===== src/verilog/lmf_pkg.sv =====
// Constants for the LED matrix function-register bank: offsets, fields, masks, timing.
// Assumes a 200 MHz core clock; time figures are converted to cycles here.
package lmf_pkg;

    localparam int unsigned CLK_PERIOD_NS     = 5;

    // Register offsets
    localparam logic [7:0]  ADDR_DISPLAY_OPT  = 8'h05;
    localparam logic [7:0]  ADDR_AUDIO_SYNC   = 8'h06;
    localparam logic [7:0]  ADDR_FRAME_STATE  = 8'h07;
    localparam logic [7:0]  ADDR_BREATH_FADE  = 8'h08;
    localparam logic [7:0]  ADDR_BREATH_GAP   = 8'h09;
    localparam logic [7:0]  ADDR_SOFT_POWER   = 8'h0A;
    localparam logic [7:0]  ADDR_GAIN_CTL     = 8'h0B;
    localparam logic [7:0]  ADDR_SAMPLE_PER   = 8'h0C;

    // Reset value and writable-bit masks
    localparam logic [7:0]  REG_RESET         = 8'h00;
    localparam logic [7:0]  MASK_DISPLAY_OPT  = 8'h2F;
    localparam logic [7:0]  MASK_AUDIO_SYNC   = 8'h01;
    localparam logic [7:0]  MASK_BREATH_FADE  = 8'h77;
    localparam logic [7:0]  MASK_BREATH_GAP   = 8'h17;
    localparam logic [7:0]  MASK_SOFT_POWER   = 8'h01;
    localparam logic [7:0]  MASK_GAIN_CTL     = 8'h1F;
    localparam logic [7:0]  MASK_SAMPLE_PER   = 8'hFF;

    // Field positions
    localparam int unsigned SHARED_INT_BIT    = 5;
    localparam int unsigned BLINK_ON_BIT      = 3;
    localparam int unsigned BLINK_PER_LSB     = 0;
    localparam int unsigned AUDIO_MOD_BIT     = 0;
    localparam int unsigned DONE_FLAG_BIT     = 4;
    localparam int unsigned FRAME_LSB         = 0;
    localparam int unsigned FADE_OUT_LSB      = 4;
    localparam int unsigned FADE_IN_LSB       = 0;
    localparam int unsigned BREATH_EN_BIT     = 4;
    localparam int unsigned GAP_LSB           = 0;
    localparam int unsigned SOFT_POWER_BIT    = 0;
    localparam int unsigned GAIN_SPEED_BIT    = 4;
    localparam int unsigned AGC_EN_BIT        = 3;
    localparam int unsigned GAIN_SEL_LSB      = 0;

    // Levels and counts
    localparam logic [7:0]  LEVEL_MAX         = 8'hFF;
    localparam logic [7:0]  LEVEL_MIN         = 8'h00;
    localparam logic [7:0]  ONE8              = 8'h01;
    localparam logic [2:0]  ONE3              = 3'h1;
    localparam logic [8:0]  ONE9              = 9'h001;
    localparam logic [8:0]  SAMPLE_ZERO_UNITS = 9'h100;
    localparam logic [2:0]  FRAME_ONE         = 3'h0;
    localparam logic [2:0]  GAIN_NONE         = 3'h0;
    localparam int unsigned LEVEL_STEPS       = 256;

    // Times in ns, as printed
    localparam int unsigned BLINK_UNIT_NS     = 270_000_000;
    localparam int unsigned FADE_UNIT_NS      = 26_000_000;
    localparam int unsigned GAP_UNIT_NS       = 3_500_000;
    localparam int unsigned SAMPLE_UNIT_NS    = 46_000;
    localparam int unsigned DONE_LOW_NS       = 7_000_000;

    // Derived cycle counts
    localparam int unsigned BLINK_HALF_CYC    = BLINK_UNIT_NS / (2 * CLK_PERIOD_NS);
    localparam int unsigned FADE_STEP_CYC     = FADE_UNIT_NS / (CLK_PERIOD_NS * LEVEL_STEPS);
    localparam int unsigned GAP_UNIT_CYC      = GAP_UNIT_NS / CLK_PERIOD_NS;
    localparam int unsigned SAMPLE_UNIT_CYC   = SAMPLE_UNIT_NS / CLK_PERIOD_NS;
    localparam int unsigned DONE_LOW_CYC      = (DONE_LOW_NS + CLK_PERIOD_NS - 1) / CLK_PERIOD_NS;

    typedef enum logic [3:0] {
        BR_LIT      = 4'b0001,
        BR_FADE_OUT = 4'b0010,
        BR_DARK     = 4'b0100,
        BR_FADE_IN  = 4'b1000
    } lmf_breath_e;

endpackage : lmf_pkg


===== src/verilog/lmf_regs.sv =====
// Function-register bank of a 144-LED matrix driver with blink, breath, audio and done logic.
// Assumes a serial front end that turns host transactions into register strobes.
// What this block does
// - Blink-on bit lets per-LED blink bits blink; otherwise nothing blinks
// - Blink period is field value times about 0.27 s
// - Blinking LEDs are lit half and dark half of each period
// - Audio-modulation bit scales whole-matrix intensity by the audio level
// - Frame state register is read-only; writes change nothing
// - In auto play, movie end sets the movie-finished flag
// - Only reset or a frame state read clears the movie-finished flag; a set in the same cycle wins
// - Frame state low bits report the frame currently shown
// - Done pin goes low on flag set, returns high after 7 ms
// - Fade-out time is 26 ms times two to the field
// - Fade-in time is 26 ms times two to the field
// - Breath enable turns breathing on in picture and auto play only
// - Dark gap is 3.5 ms times two to the field
// - Soft power bit 0 means shutdown, 1 normal; resets to 0
// - Shutdown blanks the matrix while registers stay readable and writable
// - Gain register holds speed bit and automatic gain enable bit
// - Gain field picks 0 to 21 dB in audio modes only
// - Sampling period is field times 46 us; zero means 256
// - Sampling period steps frames only in audio frame play mode
// - Each LED has an 8-bit level giving 256 linear duty steps
`timescale 1ns/1ps
module lmf_regs
    import lmf_pkg::*;
#(
    parameter int unsigned BLINK_HALF_CYCLES = BLINK_HALF_CYC,
    parameter int unsigned FADE_STEP_CYCLES  = FADE_STEP_CYC,
    parameter int unsigned GAP_UNIT_CYCLES   = GAP_UNIT_CYC,
    parameter int unsigned SAMPLE_CYCLES     = SAMPLE_UNIT_CYC,
    parameter int unsigned DONE_LOW_CYCLES   = DONE_LOW_CYC
) (
    input  wire logic       mclk_in,
    input  wire logic       rst_n_in,
    input  wire logic       ce_in,
    input  wire logic [7:0] reg_addr_in,
    input  wire logic [7:0] reg_wdata_in,
    input  wire logic       reg_wr_in,
    input  wire logic       reg_rd_in,
    input  wire logic       mode_picture_in,
    input  wire logic       mode_auto_in,
    input  wire logic       mode_audio_in,
    input  wire logic [2:0] shown_frame_in,
    input  wire logic       movie_end_in,
    input  wire logic       frame_switch_in,
    input  wire logic [7:0] audio_level_in,
    input  wire logic [7:0] led_level_in,
    input  wire logic       led_blink_bit_in,
    output logic [7:0]      reg_rdata_out,
    output logic [2:0]      bright_frame_out,
    output logic            led_drive_out,
    output logic            drivers_on_out,
    output logic            done_pin_n_out,
    output logic            sample_tick_out,
    output logic [2:0]      gain_sel_out,
    output logic            agc_on_out,
    output logic            agc_fast_out
);
    localparam logic [31:0] DONE_LAST = 32'(DONE_LOW_CYCLES - 1);

    // Register storage
    logic [7:0]  display_options;
    logic [7:0]  audio_sync_control;
    logic [7:0]  breath_fade_times;
    logic [7:0]  breath_enable_gap;
    logic [7:0]  soft_power_control;
    logic [7:0]  input_gain_control;
    logic [7:0]  audio_sample_period;
    logic        done_flag;

    // Field views
    wire         shared_intensity = display_options[SHARED_INT_BIT];
    wire         blink_on         = display_options[BLINK_ON_BIT];
    wire [2:0]   blink_period     = display_options[BLINK_PER_LSB +: 3];
    wire         audio_mod_enable = audio_sync_control[AUDIO_MOD_BIT];
    wire [2:0]   fade_out_time    = breath_fade_times[FADE_OUT_LSB +: 3];
    wire [2:0]   fade_in_time     = breath_fade_times[FADE_IN_LSB +: 3];
    wire         breath_on        = breath_enable_gap[BREATH_EN_BIT];
    wire [2:0]   dark_gap_time    = breath_enable_gap[GAP_LSB +: 3];
    wire         soft_power_on    = soft_power_control[SOFT_POWER_BIT];
    wire         gain_ctl_speed   = input_gain_control[GAIN_SPEED_BIT];
    wire         agc_enable       = input_gain_control[AGC_EN_BIT];
    wire [2:0]   input_gain_sel   = input_gain_control[GAIN_SEL_LSB +: 3];
    wire [7:0]   sample_period    = audio_sample_period;

    // Register access decode
    wire         wr_disp   = reg_wr_in && (reg_addr_in == ADDR_DISPLAY_OPT);
    wire         wr_audio  = reg_wr_in && (reg_addr_in == ADDR_AUDIO_SYNC);
    wire         wr_fade   = reg_wr_in && (reg_addr_in == ADDR_BREATH_FADE);
    wire         wr_gap    = reg_wr_in && (reg_addr_in == ADDR_BREATH_GAP);
    wire         wr_power  = reg_wr_in && (reg_addr_in == ADDR_SOFT_POWER);
    wire         wr_gain   = reg_wr_in && (reg_addr_in == ADDR_GAIN_CTL);
    wire         wr_sample = reg_wr_in && (reg_addr_in == ADDR_SAMPLE_PER);
    wire         rd_state  = reg_rd_in && (reg_addr_in == ADDR_FRAME_STATE);
    wire [7:0]   frame_state = ({7'h00, done_flag} << DONE_FLAG_BIT)
                             | ({5'h00, shown_frame_in} << FRAME_LSB);
    logic [7:0]  rd_mux;

    always_comb begin
        unique case (reg_addr_in)
            ADDR_DISPLAY_OPT: rd_mux = display_options;
            ADDR_AUDIO_SYNC:  rd_mux = audio_sync_control;
            ADDR_FRAME_STATE: rd_mux = frame_state;
            ADDR_BREATH_FADE: rd_mux = breath_fade_times;
            ADDR_BREATH_GAP:  rd_mux = breath_enable_gap;
            ADDR_SOFT_POWER:  rd_mux = soft_power_control;
            ADDR_GAIN_CTL:    rd_mux = input_gain_control;
            ADDR_SAMPLE_PER:  rd_mux = audio_sample_period;
            default:          rd_mux = REG_RESET;
        endcase
    end

    // Writable registers; frame state has no write path and power-down keeps contents
    always_ff @(posedge mclk_in or negedge rst_n_in) begin
        if (!rst_n_in) begin
            display_options     <= REG_RESET;
            audio_sync_control  <= REG_RESET;
            breath_fade_times   <= REG_RESET;
            breath_enable_gap   <= REG_RESET;
            soft_power_control  <= REG_RESET;
            input_gain_control  <= REG_RESET;
            audio_sample_period <= REG_RESET;
        end else if (ce_in) begin
            if (wr_disp)   display_options     <= reg_wdata_in & MASK_DISPLAY_OPT;
            if (wr_audio)  audio_sync_control  <= reg_wdata_in & MASK_AUDIO_SYNC;
            if (wr_fade)   breath_fade_times   <= reg_wdata_in & MASK_BREATH_FADE;
            if (wr_gap)    breath_enable_gap   <= reg_wdata_in & MASK_BREATH_GAP;
            if (wr_power)  soft_power_control  <= reg_wdata_in & MASK_SOFT_POWER;
            if (wr_gain)   input_gain_control  <= reg_wdata_in & MASK_GAIN_CTL;
            if (wr_sample) audio_sample_period <= reg_wdata_in & MASK_SAMPLE_PER;
        end
    end

    // Read data register
    always_ff @(posedge mclk_in or negedge rst_n_in) begin
        if (!rst_n_in) begin
            reg_rdata_out <= REG_RESET;
        end else if (ce_in && reg_rd_in) begin
            reg_rdata_out <= rd_mux;
        end
    end

    // Movie-finished flag and done pin
    wire         flag_set = movie_end_in && mode_auto_in;
    logic [31:0] done_cnt;
    wire         done_at_last = (done_cnt == DONE_LAST);

    always_ff @(posedge mclk_in or negedge rst_n_in) begin
        if (!rst_n_in) begin
            done_flag <= 1'b0;
        end else if (ce_in) begin
            done_flag <= flag_set || (done_flag && !rd_state);
        end
    end

    always_ff @(posedge mclk_in or negedge rst_n_in) begin
        if (!rst_n_in) begin
            done_pin_n_out <= 1'b1;
            done_cnt       <= '0;
        end else if (ce_in) begin
            if (flag_set) begin
                done_pin_n_out <= 1'b0;
                done_cnt       <= '0;
            end else if (!done_pin_n_out) begin
                done_pin_n_out <= done_at_last;
                done_cnt       <= done_cnt + 32'h0000_0001;
            end
        end
    end

    // Blink: half-period tick, count blink_period ticks per half
    logic        blink_tick;
    logic [2:0]  blink_cnt;
    logic        blink_lit;
    wire         blink_run  = blink_on && (blink_period != 3'h0);
    wire         blink_wrap = (blink_cnt + ONE3) == blink_period;

    lmf_tick #(.CYCLES(BLINK_HALF_CYCLES)) u_blink_tick (
        .mclk_in  (mclk_in),
        .rst_n_in (rst_n_in),
        .ce_in    (ce_in),
        .run_in   (blink_run),
        .tick_out (blink_tick)
    );

    always_ff @(posedge mclk_in or negedge rst_n_in) begin
        if (!rst_n_in) begin
            blink_cnt <= 3'h0;
            blink_lit <= 1'b1;
        end else if (ce_in) begin
            if (!blink_run) begin
                blink_cnt <= 3'h0;
                blink_lit <= 1'b1;
            end else if (blink_tick) begin
                blink_cnt <= blink_wrap ? 3'h0 : blink_cnt + ONE3;
                blink_lit <= blink_wrap ? !blink_lit : blink_lit;
            end
        end
    end

    // Breathing sequencer
    lmf_breath_e br_state;
    lmf_breath_e next_br_state;
    logic [7:0]  br_level;
    logic [7:0]  br_cnt;
    logic        step_tick;
    logic        gap_tick;
    wire         br_allowed = breath_on && (mode_picture_in || mode_auto_in);
    wire         br_start   = mode_picture_in || frame_switch_in;
    wire [7:0]   out_limit  = (ONE8 << fade_out_time) - ONE8;
    wire [7:0]   in_limit   = (ONE8 << fade_in_time) - ONE8;
    wire [7:0]   gap_limit  = (ONE8 << dark_gap_time) - ONE8;
    wire         in_fade    = (br_state == BR_FADE_OUT) || (br_state == BR_FADE_IN);
    wire         in_dark    = (br_state == BR_DARK);
    wire [7:0]   cur_limit  = (br_state == BR_FADE_OUT) ? out_limit
                            : in_dark ? gap_limit : in_limit;
    wire         unit_tick  = in_dark ? gap_tick : step_tick;
    wire         unit_done  = unit_tick && (br_cnt == cur_limit);

    lmf_tick #(.CYCLES(FADE_STEP_CYCLES)) u_fade_tick (
        .mclk_in  (mclk_in),
        .rst_n_in (rst_n_in),
        .ce_in    (ce_in),
        .run_in   (in_fade),
        .tick_out (step_tick)
    );

    lmf_tick #(.CYCLES(GAP_UNIT_CYCLES)) u_gap_tick (
        .mclk_in  (mclk_in),
        .rst_n_in (rst_n_in),
        .ce_in    (ce_in),
        .run_in   (in_dark),
        .tick_out (gap_tick)
    );

    always_comb begin
        next_br_state = br_state;
        unique case (br_state)
            BR_LIT:      if (br_allowed && br_start) next_br_state = BR_FADE_OUT;
            BR_FADE_OUT: if (unit_done && br_level == LEVEL_MIN) next_br_state = BR_DARK;
            BR_DARK:     if (unit_done) next_br_state = BR_FADE_IN;
            BR_FADE_IN:  if (unit_done && br_level == LEVEL_MAX) next_br_state = BR_LIT;
        endcase
        if (!br_allowed) next_br_state = BR_LIT;
    end

    always_ff @(posedge mclk_in or negedge rst_n_in) begin
        if (!rst_n_in) begin
            br_state <= BR_LIT;
            br_level <= LEVEL_MAX;
            br_cnt   <= 8'h00;
        end else if (ce_in) begin
            br_state <= next_br_state;
            br_cnt   <= (unit_done || next_br_state != br_state) ? 8'h00
                      : unit_tick ? br_cnt + ONE8 : br_cnt;
            if (next_br_state == BR_LIT)
                br_level <= LEVEL_MAX;
            else if (unit_done && br_state == BR_FADE_OUT && br_level != LEVEL_MIN)
                br_level <= br_level - ONE8;
            else if (unit_done && br_state == BR_FADE_IN && br_level != LEVEL_MAX)
                br_level <= br_level + ONE8;
        end
    end

    // Audio sampling period, frame stepping in audio play only
    logic        sample_unit;
    logic [8:0]  sample_cnt;
    wire [8:0]   sample_limit = (sample_period == 8'h00) ? SAMPLE_ZERO_UNITS
                                                          : {1'b0, sample_period};
    wire         sample_wrap  = sample_unit && ((sample_cnt + ONE9) == sample_limit);

    lmf_tick #(.CYCLES(SAMPLE_CYCLES)) u_sample_tick (
        .mclk_in  (mclk_in),
        .rst_n_in (rst_n_in),
        .ce_in    (ce_in),
        .run_in   (mode_audio_in),
        .tick_out (sample_unit)
    );

    always_ff @(posedge mclk_in or negedge rst_n_in) begin
        if (!rst_n_in) begin
            sample_cnt      <= 9'h000;
            sample_tick_out <= 1'b0;
        end else if (ce_in) begin
            if (!mode_audio_in)
                sample_cnt <= 9'h000;
            else if (sample_unit)
                sample_cnt <= sample_wrap ? 9'h000 : sample_cnt + ONE9;
            sample_tick_out <= mode_audio_in && sample_wrap;
        end
    end

    // LED duty: level scaled by audio and breath, gated by blink and power
    logic [7:0]  pwm_cnt;
    wire [8:0]   audio_mult = {1'b0, audio_level_in} + ONE9;
    wire [8:0]   br_mult    = {1'b0, br_level} + ONE9;
    wire [16:0]  audio_prod = {9'h000, led_level_in} * audio_mult;
    wire [7:0]   lvl_audio  = audio_mod_enable ? audio_prod[15:8] : led_level_in;
    wire [16:0]  br_prod    = {9'h000, lvl_audio} * br_mult;
    wire [7:0]   lvl_final  = br_prod[15:8];
    wire         blink_dark = blink_on && led_blink_bit_in && !blink_lit;
    wire         drive_next = soft_power_on && !blink_dark && (pwm_cnt < lvl_final);
    wire         audio_path = mode_audio_in || audio_mod_enable;

    always_ff @(posedge mclk_in or negedge rst_n_in) begin
        if (!rst_n_in) begin
            pwm_cnt          <= 8'h00;
            led_drive_out    <= 1'b0;
            drivers_on_out   <= 1'b0;
            bright_frame_out <= FRAME_ONE;
            gain_sel_out     <= GAIN_NONE;
            agc_on_out       <= 1'b0;
            agc_fast_out     <= 1'b0;
        end else if (ce_in) begin
            pwm_cnt          <= pwm_cnt + ONE8;
            led_drive_out    <= drive_next;
            drivers_on_out   <= soft_power_on;
            bright_frame_out <= shared_intensity ? FRAME_ONE : shown_frame_in;
            gain_sel_out     <= audio_path ? input_gain_sel : GAIN_NONE;
            agc_on_out       <= audio_path && agc_enable;
            agc_fast_out     <= gain_ctl_speed;
        end
    end

endmodule : lmf_regs


===== src/verilog/lmf_tick.sv =====
// Free-running tick generator: one-cycle pulse every CYCLES enabled cycles.
// Assumes the parent holds run low to restart the count from zero.
`timescale 1ns/1ps
module lmf_tick #(
    parameter int unsigned CYCLES = 4
) (
    input  wire logic mclk_in,
    input  wire logic rst_n_in,
    input  wire logic ce_in,
    input  wire logic run_in,
    output logic      tick_out
);
    localparam logic [31:0] LAST = 32'(CYCLES - 1);

    logic [31:0] cnt;
    wire         at_last = (cnt == LAST);

    always_ff @(posedge mclk_in or negedge rst_n_in) begin
        if (!rst_n_in) begin
            cnt      <= '0;
            tick_out <= 1'b0;
        end else if (ce_in) begin
            cnt      <= (!run_in || at_last) ? '0 : cnt + 32'h0000_0001;
            tick_out <= run_in && at_last;
        end
    end
endmodule : lmf_tick


===== config.mk =====
export PLATFORM = sky130hd
export DESIGN_NAME = lmf_regs
export DESIGN_NICKNAME = d
export VERILOG_FILES = /design/src/verilog/lmf_pkg.sv /design/src/verilog/lmf_regs.sv /design/src/verilog/lmf_tick.sv
export SDC_FILE = /design/constraint.sdc
export NUM_CORES = 1
export LEC_CHECK = 0
export BUFFER_PORTS_ARGS = -buffer_cell sky130_fd_sc_hd__buf_4
export CAP_MARGIN = 20
export CORE_MARGIN = 2
export CORE_UTILIZATION = 30
export DETAILED_ROUTE_END_ITERATION = 6
export PLACE_DENSITY = 0.54
export REMOVE_ABC_BUFFERS = 1
export SETUP_SLACK_MARGIN = 0.05
export SYNTH_ARGS = -nofsm -noshare
export SYNTH_HDL_FRONTEND = slang
export SYNTH_SLANG_ARGS = --single-unit

===== constraint.sdc =====
create_clock -name mclk_in -period 7.55 [get_ports mclk_in]
set_input_delay 0.755 -clock mclk_in [delete_from_list [all_inputs] [get_ports mclk_in]]
set_output_delay 0.755 -clock mclk_in [all_outputs]
set_load 0.01 [all_outputs]

* After elaboration in Yosys (flattened, before gate mapping)
Index checks and enable logic that the tools add are counted.
** Word-level totals
- Flip-flop bits (word level) :: 256
- Latch bits :: 0
- Memory bits (writable) :: 0
- Bits in read-only memories :: 0
- Word-level logic and storage cells :: 188
- Memories :: 0
** Operators by class
- $add $sub $neg :: 16
- Multipliers :: 2
- Divide/modulo/power cells :: 0
- Order comparisons :: 1
- Eq/ne operators :: 28
- Shifts and indexed selects :: 3
- Mux-type cells :: 36
- Bitwise gates (word level) :: 1
- Reductions and logical operators :: 68
** Operators with widths (number)
- $mux W32 :: 6
- $add A32 B1 Y32 const B :: 5
- $mux W8 :: 8
- $pmux W8 S8 :: 1
- $eq A8 B4 Y1 const B :: 5
- $mux W9 :: 4
- $eq A32 B14 Y1 const B :: 1
- $eq A32 B15 Y1 const B :: 1
- $eq A32 B20 Y1 const B :: 1
- $eq A32 B21 Y1 const B :: 1
- $eq A32 B25 Y1 const B :: 1
- $logic_and A1 B1 Y1 :: 32
- $mul A8 B9 Y16 :: 2
- $sub A8 B1 Y8 const B :: 4
- $add A8 B1 Y8 const B :: 3
- $eq A8 B3 Y1 const B :: 3
- $reduce_and A2 Y1 :: 12
- $shl A1 B3 Y8 const A :: 3
- $mux W4 :: 5
- $add A8 B1 Y9 const B :: 2
- $logic_not A8 Y1 :: 2
- $pmux W4 S4 :: 1
- $mux W3 :: 5
- $logic_or A1 B1 Y1 :: 10
- 22 further kinds :: 37

* Depth between registers and ports, before layout
Gate-level depths: netlist of run 1.
- Depth in word-level cells :: 14
- Gate-level depth with buffers :: 44
- Gate-level depth less buffers :: 43

* Hierarchy
A second synthesis of run 1 with hierarchy kept.
** Unflattened totals
- Cells, all modules :: 2056
- Area, all modules :: 19210.9 um^2
** Modules (own cells, without submodules)
- lmf_regs :: times used 1, cells an instance 1272, area an instance 11607.4 um^2, sequential area each 3116.7 um^2
- lmf_tick (u_sample_tick) :: times used 1, cells an instance 201, area an instance 1964.4 um^2, sequential area each 825.8 um^2
- lmf_tick (u_fade_tick) :: times used 1, cells an instance 199, area an instance 1889.3 um^2, sequential area each 825.8 um^2
- lmf_tick (u_gap_tick) :: times used 1, cells an instance 196, area an instance 1883.1 um^2, sequential area each 825.8 um^2
- lmf_tick (u_blink_tick) :: times used 1, cells an instance 188, area an instance 1866.8 um^2, sequential area each 825.8 um^2

* Worst setup path after synthesis of run 1
No wires, ideal clock.
- Path kind :: input port to flip-flop
- Start point :: input audio_level_in[0]
- End point :: register led_drive_out
- Data arrival time :: 10701 ps
- Required time :: 7485 ps
- Slack :: -3216 ps
- Cell stages on the path :: 41
- Path through :: ha_1 > nand3_1 > xor2_1 > nand2b_1 > fa_1 > fa_1 > inv_1 > fa_1 > inv_1 > fa_1 > inv_1 > ha_1 > a21o_1 > a221oi_1 > o211ai_1 > a21o_1 > a311oi_2 > mux2i_1 > [5 not listed] > fa_1 > inv_1 > fa_1 > inv_1 > ha_1 > a2111o_1 > a31oi_1 > o41a_1 > o21ai_0 > o21a_1 > nor2_1 > xnor2_1 > ha_1 > a2111oi_0 > o21ai_0 > a211oi_1 > o31ai_1 > nand2_1
** On the way
- Cells in the longest elaborated chain, start to end :: 6
** RTL lines
- from (decl) :: line lmf_regs.sv:47 : input wire logic [7:0] audio_level_in,
- $add A8 B1 Y9 :: line lmf_regs.sv:296 : wire [8:0] audio_mult = {1'b0, audio_level_in} + ONE9;
- $mul A8 B9 Y16 :: line lmf_regs.sv:298 : wire [16:0] audio_prod = {9'h000, led_level_in} * audio_mult;
- $mux W8 :: line lmf_regs.sv:299 : wire [7:0] lvl_audio = audio_mod_enable ? audio_prod[15:8] : led_level_in;
- $mul A8 B9 Y16 :: line lmf_regs.sv:300 : wire [16:0] br_prod = {9'h000, lvl_audio} * br_mult;
- $lt A8 B8 Y1 :: line lmf_regs.sv:303 : wire drive_next = soft_power_on && !blink_dark && (pwm_cnt < lvl_final);
- $logic_and A1 B1 Y1 :: line lmf_regs.sv:303
- to (signal assigned) :: line lmf_regs.sv:317 : led_drive_out <= drive_next;
- to (decl) :: line lmf_regs.sv:52 : output logic led_drive_out,
No other way between the ends.
A chain may end at the register's enable or synchronous reset.

* Worst setup path after layout of run 1
- Start point :: input audio_level_in[1]
- End point :: register led_drive_out
The elaborated chain is that of the path after synthesis.

==> results_dict.tcl, run 1 <==
set metrics [dict create \
    crit_slowest_cell "fa_1" \
    clock_sinks 256 \
    leakagePower_nw 9.93 \
    p_int_mw 2.82 \
    setup_viol 1 \
    cts_tree "yes" \
    core.rowCount 89 \
    ys_seq_area_frac 0.355 \
    place_ws_ns -3.60 \
    fmax_mhz 101 \
    grt_max_degree 162 \
    synth-edff-count 0 \
    insertedDiodeCount 0 \
    hpwl_um 31600 \
    io_buffer_count 65 \
    cp-start-kind "input pin" \
    grt_pass1_vias 14392 \
    pwr-share-clk 0.379 \
    grt_util_met3 0.0201 \
    ios 66 \
    globalRouteTotalUtil 0.139 \
    path_max_fanout 5 \
    clkLatencyLatePin_ns 0.57 \
    setup_ws_ns -2.34 \
    slew_violations 0 \
    reg2reg_to "led_drive_out" \
    cp.arrival_ns 10.39 \
    cts_htree_levels 1 \
    synthArstFlopShare 1.00 \
    layout-drive-gt1-share 0.175 \
    postRouteAntennaNets 0 \
    setup-tns-final_ns -2.34 \
    cts_hold_buf 0 \
    clockRootBuffer "clkbuf_16" \
    synth-seq-cells 256 \
    globalRouteMet1Util 0.199 \
    start_util 0.305 \
    fin_nets 2325 \
    busiest_layer "met2" \
    reg2regPathDepth 23 \
    numCtsBuffers 30 \
    fin_crit_sh 1.31 \
    grt_pass1_wl_um 73400 \
    synth.most_common_cell "nor2_1" \
    fin_worst_skew_ns 0.0280 \
    synthTopCellsByCount "nor2_1 (253), dfrtp_1 (245), nand2_1 (138)" \
    holdCritPathClass "input pin to async pin" \
    p_comb_frac 0.251 \
    netlist_area_um2 18100 \
    avgSynthCellArea_um2 9.28 \
    fillers 6039 \
    synth_flop_cell "dfrtp_1" \
    die-area_um2 62200 \
    yosysTopAreaCell "dfrtp_1" \
    syn_inst 1947 \
    violations "negative setup slack" \
    core_area_um2 59200 \
    p_sw_mw 1.13 \
    rsz0062_at_grt "yes" \
    slew_headroom 0.342 \
    peakVddDrop_uv 161 \
    synthToLayoutAreaGrowth_pct 19.6 \
    crit_path_end_kind "flip-flop" \
    hold_viol_final 0 \
    dpl_cell_area_um2 20000 \
    reg2reg_from "br_level[0]" \
    worst_hold_slack_ns 0.163 \
    vias 14243 \
    cts_buffer_depth 3 \
    status "finished with violations" \
    path_common_cell "fa_1" \
    wl_um 42800 \
    antenna_found_initial 1 \
    synth_warnings 0 \
    ys_types 80 \
    routedWlPerCell_um 14.7 \
    drc 0 \
    power_density_nw_per_um2 183 \
    sw_frac_of_total 0.286 \
    die_y_um 249 \
    grtUsageMet2 0.224 \
    reg2reg_slack_ns 0.89 \
    grt_overflow 0 \
    seqPwrFrac 0.371 \
    finalCriticalPeriod_ns 9.89 \
    worstMarginPinSlew_ns 0.978 \
    dr.pass1.iters 5 \
    final_area_um2 21600 \
    via_per_inst 4.90 \
    maxCapViolCount 0 \
    drtIter0Drc 793 \
    critical_path_class "input pin to flip-flop" \
    required_ns 8.04 \
    clk_pin_slew_worst_paths_ns 0.06 \
    place_congestion 0.812 \
    netlist.area_leader.share 0.339 \
    slowest_delay_ns 0.53 \
    die_width_um 249 \
    synth_area_leaders "dfrtp_1 (34%), fa_1 (9.0%), ha_1 (6.2%)" \
]
-- worst max-delay path, delay by kind of cell --
kind,cells,cell delay [ns]
xor+xnor,2,0.34
fa+ha+maj,12,4.92
simple gates,7,0.90
mux,1,0.14
buf+inv,12,1.19
compound gates,10,2.11
-- through the flow --
stage | std cells | utilization | power (mW)
finish | 2905 | 0.365 | 3.95
global route | 2905 | 0.365 | 4.19
CTS | 2901 | 0.364 | 3.99
detailed placement | 2824 | 0.338 | 2.31
global placement | 2824 | 0.338 | 2.29
floorplan | 1896 | - | 1.98
-- layer usage --
metal / vias up / share of wire
li1: 6980 / -
met1: 7048 / 0.50
met2: 171 / 0.45
met3: 42 / 0.034
met4: 2 / 0.013
met5: - / 0.00030
-- flip-flops by register name, indices dropped and copies added (netlist names), 6 cells and up --
register             flops
u_gap_tick.cnt          32
pwm_cnt                  8
u_blink_tick.cnt        32
sample_cnt               9
u_fade_tick.cnt         32
reg_rdata_out            8
done_cnt                32
br_cnt                   8
breath_fade_times        6
u_sample_tick.cnt       32
audio_sample_period      8
br_level                 8
-- cell usage in the layout (no fill, tap or decap), types with 11 or more instances in the layout --
cell type	instances
dfrtp_1	245
o31ai_1	15
clkbuf_16	30
a21o_1	16
nand4_1	51
nand2b_1	24
mux2_2	33
a21oi_1	38
and2_1	35
and3_1	52
nand2_1	135
inv_1	130
nor3_1	24
xor2_1	120
ha_1	82
or3_1	15
nand3_1	91
nor2_1	248
dfstp_2	11
buf_4	168
or2_2	25
o21ai_0	78
fa_1	79
mux2i_1	18
o21ai_1	12
nor2b_1	50
nor4_1	28
xnor2_1	68
-- repair_timing --
action,4_1_cts,5_1_grt
endpoints found under the setup margin,1,1
cloned,0,0
resized for setup,77,3
buffers inserted,22,4
pin swaps,73,4
-- power by group through the flow --
| stage | combinational (mW) | clock (mW) | sequential (mW) |
|---|---|---|---|
| finish | 0.990 | 1.49 | 1.46 |
| global route | 1.13 | 1.60 | 1.47 |
| CTS | 0.987 | 1.54 | 1.46 |
| detailed placement | 0.823 | 0 | 1.49 |
| global placement | 0.808 | 0 | 1.49 |
| floorplan | 0.505 | 0 | 1.47 |
-- cells by family (layout without fill, tap and decap cells) --
logic type               count (synthesis)  after routing  synth area share
adder cells (fa/ha/maj)                171            171             0.152
AO/OA/AOI/OAI                          244            244            0.0911
XOR/XNOR                               194            194            0.0940
AND/OR/NAND/NOR                        841            841             0.234
buffers and inverters                  187            372            0.0405
multiplexers                            54             54            0.0325
flip-flops                             256            256             0.355
-- cell type report --
| cell class | count | area (um2) | area share |
|---|---|---|---|
| clock inverters | 11 | 144 | 0.00666 |
| repair buffers | 180 | 1410 | 0.0654 |
| well taps | 773 | 967 | 0.0448 |
| multi-input cells | 1504 | 11300 | 0.521 |
| inverters | 136 | 510 | 0.0236 |
| clock buffers | 45 | 887 | 0.0411 |
| flip-flops and latches | 256 | 6420 | 0.297 |
-- worst max-delay path by stage --
stage / start / end / slack (ns) / depth (start not counted)
2_1_floorplan: audio_level_in[0] / led_drive_out / -3.22 / 41
3_3_place_gp: audio_level_in[0] / led_drive_out / -3.62 / 42
3_5_place_dp: audio_level_in[0] / led_drive_out / -3.60 / 42
4_1_cts: audio_level_in[1] / led_drive_out / -2.30 / 44
5_1_grt: audio_level_in[0] / led_drive_out / -2.93 / 45
6_report: audio_level_in[1] / led_drive_out / -2.34 / 44
Note: power is estimated with default switching activity, not from simulation.
==> run 2: changes to the inputs <==
BUFFER_PORTS_ARGS = -buffer_cell sky130_fd_sc_hd__buf_2   (was -buffer_cell sky130_fd_sc_hd__buf_4)
==> run 2 against run 1 <==
Compared with the run above:
- the run still ends with negative setup slack left
- cell count is 0.38% lower
- fmax is 0.53% lower
- first-iteration DRC count is 16% lower
- non-clock buffer count is 15 lower
- clock skew is 0.0037 ns lower
- clock-buffer cell count is 3 higher
- power is 2.5% lower
- register-to-register slack better by 0.02 ns
- worst setup slack worse by 0.053 ns
- combinational power is 4.9% lower
- sequential share of layout area is 0.41 points higher
- largest cell class unchanged
==> results_dict.tcl, run 2 (synthesis results as in run 1) <==
set metrics [dict create \
    status "finished with violations" \
    violations "negative setup slack" \
    die-area_um2 62200 \
    leakagePower_nw 9.79 \
    slowest_delay_ns 0.53 \
    grt_max_degree 160 \
    numCtsBuffers 31 \
    reg2regPathDepth 25 \
    globalRouteTotalUtil 0.140 \
    layout_common_cells "nor2_1 (250), dfrtp_1 (245), nand2_1 (136)" \
    sw_frac_of_total 0.293 \
    via_per_inst 4.90 \
    path_common_cell "fa_1" \
    io_buffer_count 65 \
    clock_sinks 256 \
    clockRootBuffer "clkbuf_16" \
    pwr-share-clk 0.376 \
    p_sw_mw 1.13 \
    place_congestion 0.806 \
    rsz0062_at_grt "yes" \
    worstMarginPinSlew_ns 0.934 \
    drtIter0Drc 665 \
    p_comb_frac 0.244 \
    clkLatencyLatePin_ns 0.59 \
    reg2reg_from "br_level[0]" \
    ios 66 \
    path_max_fanout 6 \
    antenna_found_initial 1 \
    clk_pin_slew_worst_paths_ns 0.06 \
    p_int_mw 2.72 \
    grt_pass1_wl_um 74100 \
    place_ws_ns -3.71 \
    cts_hold_buf 0 \
    cts_buffer_depth 3 \
    grt_pass1_vias 14401 \
    maxCapViolCount 0 \
    power_density_nw_per_um2 181 \
    die_y_um 249 \
    core_area_um2 59200 \
    critical_path_class "input pin to flip-flop" \
    fmax_mhz 101 \
    vias 14193 \
    hpwl_um 31700 \
    crit_slowest_cell "fa_1" \
    setup_ws_ns -2.40 \
    cp-start-kind "input pin" \
    fin_nets 2311 \
    fin_crit_sh 1.32 \
    cts_tree "yes" \
    seqPwrFrac 0.380 \
    slew_headroom 0.378 \
    slew_violations 0 \
    hold_viol_final 0 \
    peakVddDrop_uv 171 \
    layout-drive-gt1-share 0.168 \
    grt_overflow 0 \
    synthToLayoutAreaGrowth_pct 17.9 \
    setup_viol 1 \
    dpl.cell_count 2821 \
    postRouteAntennaNets 0 \
    reg2reg_to "led_drive_out" \
    core.rowCount 89 \
    required_ns 8.06 \
    wl_um 42900 \
    holdCritPathClass "input pin to async pin" \
    cts_htree_levels 1 \
    fin_worst_skew_ns 0.0243 \
    crit_path_end_kind "flip-flop" \
    final_cells 2894 \
    start_util 0.305 \
    finalCriticalPeriod_ns 9.95 \
    die_width_um 249 \
    routedWlPerCell_um 14.8 \
    reg2reg_slack_ns 0.91 \
    cp.arrival_ns 10.45 \
    dr.pass1.iters 5 \
    final_common_cell "nor2_1" \
    drc 0 \
]
run 2: changes by cell type in the layout (fill, tap and decap cells not counted), moves of 4 or more:
cell	delta
ha_1	-4
clkbuf_1	+4
buf_2	+59
buf_4	-75
run 2: critical path: cells and delay by family:
kind | cells | cell delay (ns)
XOR/XNOR | 3 | 0.51
buffers and inverters | 11 | 1.07
AND/OR/NAND/NOR | 8 | 1.18
multiplexers | 1 | 0.16
AO/OA/AOI/OAI | 9 | 1.75
adder cells (fa/ha/maj) | 12 | 4.97
run 2: area by class of cell:
cell class / instances / area (um2)
multi-input combinational: 1504 / 11300
fill: 6030 / 37900
antenna: 2 / 5.00
sequential: 256 / 6420
timing repair buffer: 165 / 1160
clock inverter: 10 / 92.6
clock buffer: 48 / 900
inverter: 136 / 510
tap: 773 / 967
run 2: worst max path at each step:
stage / from / end / slack (ns) / cells after the start
final: audio_level_in[1] / led_drive_out / -2.40 / 44
after global routing: audio_level_in[1] / led_drive_out / -2.90 / 44
after CTS: audio_level_in[0] / led_drive_out / -2.32 / 43
after detailed placement: audio_level_in[0] / led_drive_out / -3.71 / 41
after global placement: audio_level_in[0] / led_drive_out / -3.63 / 42
after floorplan: audio_level_in[0] / led_drive_out / -3.22 / 41
run 2: repair_timing:
action | CTS | global route
cloned | 0 | 0
pin swaps | 78 | 2
resized for setup | 82 | 2
setup buffers | 13 | 0
setup endpoints to repair | 1 | 1
run 2: routing by layer:
layer | part of all wire | up-vias | track usage
met5 | 0 | - | 0
met4 | 0.018 | 0 | 0.0318
li1 | - | 6966 | -
met1 | 0.49 | 6983 | 0.198
met3 | 0.039 | 47 | 0.0218
met2 | 0.45 | 197 | 0.226
run 2: per-stage QoR:
stage	TNS, ns	power (mW)	hold WS (ns)	util	instance area, um2
final	-2.40	3.85	0.183	0.360	21300
after global placement	-3.63	2.28	0.474	0.335	19800
after detailed placement	-3.71	2.30	0.474	0.335	19800
after global routing	-2.90	4.10	0.259	0.360	21300
after floorplan	-3.22	1.98	0.447	-	17800
after CTS	-2.32	3.90	0.211	0.360	21300
run 2: power by group through the flow:
stage	combinational, mW	sequential (mW)	clock (mW)
final	0.941	1.46	1.45
after global routing	1.07	1.47	1.56
after CTS	0.944	1.46	1.50
after detailed placement	0.811	1.49	0
after global placement	0.800	1.48	0
after floorplan	0.505	1.47	0
==> run 3: changes to the inputs <==
CORE_MARGIN = 5   (was 2)
CORE_UTILIZATION = 61   (was 30)
PLACE_DENSITY = 0.88   (was 0.54)
==> run 3 against run 2 <==
Compared with the run above:
- fmax down 3.9%
- cell count down 14%
- register-to-register slack worse by 0.14 ns
- global-route usage up 12 points
- worst setup slack worse by 0.40 ns
- worst hold slack better by 0.12 ns
- final area down 4.0%
- critical path depth down 1
- the run still ends with negative setup slack left
- sequential power about the same
- combinational power down 7.7%
==> results_dict.tcl, run 3 (synthesis results as in run 1) <==
set metrics [dict create \
    wl_met2_um 21500 \
    hold_viol_final 0 \
    fin_worst_skew_ns 0.0105 \
    reg2reg_slack_ns 0.77 \
    peakVddDrop_uv 155 \
    core.rowCount 63 \
    core_area_um2 29500 \
    die_width_um 182 \
    violations "negative setup slack" \
    synthToLayoutAreaGrowth_pct 13.2 \
    leakagePower_nw 9.69 \
    cts_tree "yes" \
    postRouteAntennaNets 0 \
    clk_pin_slew_worst_paths_ns 0.06 \
    final_cells 2491 \
    finalCriticalPeriod_ns 10.35 \
    setup_ws_ns -2.80 \
    reg2reg_to "led_drive_out" \
    layout-drive-gt1-share 0.151 \
    fmax_mhz 96.7 \
    antenna_found_initial 1 \
    cp.arrival_ns 10.83 \
    ios 66 \
    drt-met1-wl_um 17800 \
    cts_buffer_depth 3 \
    multi_input_area_um2 11100 \
    holdCritPathClass "input pin to async pin" \
    slowest_delay_ns 0.54 \
    grt_overflow 0 \
    vias 14937 \
    clock_sinks 256 \
    power_density_nw_per_um2 181 \
    start_util 0.613 \
    top_layer "met4" \
    crit_path_end_kind "flip-flop" \
    cts_htree_levels 1 \
    drtIter0Drc 1260 \
    grt_pass1_wl_um 72400 \
    fin_nets 2295 \
    fillers 2002 \
    layout_common_cells "nor2_1 (249), dfrtp_1 (245), nand2_1 (138)" \
    drc 0 \
    dr.pass1.iters 6 \
    cp-start-kind "input pin" \
    crit_start "audio_level_in[1]" \
    finalPower_mw 3.70 \
    path_common_cell "fa_1" \
    maxCapViolCount 0 \
    slew_headroom 0.340 \
    critical_path_class "input pin to flip-flop" \
    io_buffer_count 65 \
    clockRootBuffer "clkbuf_16" \
    final_common_cell "nor2_1" \
    die_y_um 182 \
    crit_slowest_cell "fa_1" \
    reg2reg_from "br_level[0]" \
    reg2regPathDepth 25 \
    globalRouteTotalUtil 0.257 \
    numCtsBuffers 27 \
    wl_met3_um 2350 \
    cts_hold_buf 0 \
    required_ns 8.03 \
    slew_violations 0 \
    worstMarginPinSlew_ns 0.990 \
    clkLatencyLatePin_ns 0.55 \
    status "finished with violations" \
    wl_um 43100 \
    die-area_um2 33200 \
    routedWlPerCell_um 17.3 \
    grt_pass1_vias 15155 \
    path_max_fanout 4 \
    via_per_inst 6.00 \
    setup_viol 1 \
    rsz0062_at_grt "yes" \
    regArea_um2 6420 \
    dpl.cell_count 2435 \
    grt_max_degree 134 \
    place_congestion 0.888 \
    fin_crit_sh 1.37 \
    hpwl_um 30300 \
]
-- run 3: power by group --
part           internal, mW  switching (mW)  leakage (nW)
clock                 0.804           0.565         0.446
sequential             1.41          0.0529          3.50
combinational         0.403           0.465          5.74
total                  2.62            1.08          9.69
-- run 3: layout make-up --
| class | instances | area share |
|---|---|---|
| well taps | 390 | 0.0238 |
| flip-flops and latches | 256 | 0.314 |
| inverters | 136 | 0.0249 |
| clock buffers | 39 | 0.0372 |
| clock inverters | 11 | 0.00691 |
| diodes | 2 | 0.000245 |
| multi-input cells | 1504 | 0.544 |
| repair buffers | 153 | 0.0496 |
-- run 3: timing repair --
action / CTS / global route
hold endpoints to repair: 0 / 0
pin swaps: 14 / 8
endpoints found under the setup margin: 1 / 1
buffers inserted: 3 / 1
gates resized for setup: 30 / 10
gates cloned: 0 / 0
-- run 3: critical path, delay by kind of cell --
family          cells  cell delay (ns)
xor+xnor            2             0.35
fa+ha+maj          12             5.20
mux                 1             0.12
simple gates        8             1.50
compound gates     12             2.23
buf+inv             8             0.67
-- run 3: layer usage --
layer  track usage  vias to the layer above
met1         0.337                     7395
met2         0.440                      517
li1              -                     6909
met4        0.0940                        0
met3        0.0323                      116
met5             0                        -
-- run 3: through the flow --
| stage | instance area, um2 | setup WS (ns) | hold WS, ns | setup TNS [ns] | util |
|---|---|---|---|---|---|
| floorplan | 17800 | -3.22 | 0.447 | -3.22 | - |
| global placement | 19300 | -3.46 | 0.462 | -3.46 | 0.655 |
| detailed placement | 19300 | -3.79 | 0.466 | -3.79 | 0.655 |
| CTS | 20400 | -2.71 | 0.376 | -2.71 | 0.692 |
| global route | 20500 | -3.20 | 0.400 | -3.20 | 0.694 |
| finish | 20500 | -2.80 | 0.299 | -2.80 | 0.694 |
-- run 3: how the worst max path moves through the flow --
stage                     cells past startpoint  slack (ns)             to
after detailed placement                     42       -3.79  led_drive_out
after CTS                                    43       -2.71  led_drive_out
after floorplan                              41       -3.22  led_drive_out
final                                        43       -2.80  led_drive_out
after global routing                         43       -3.20  led_drive_out
after global placement                       42       -3.46  led_drive_out
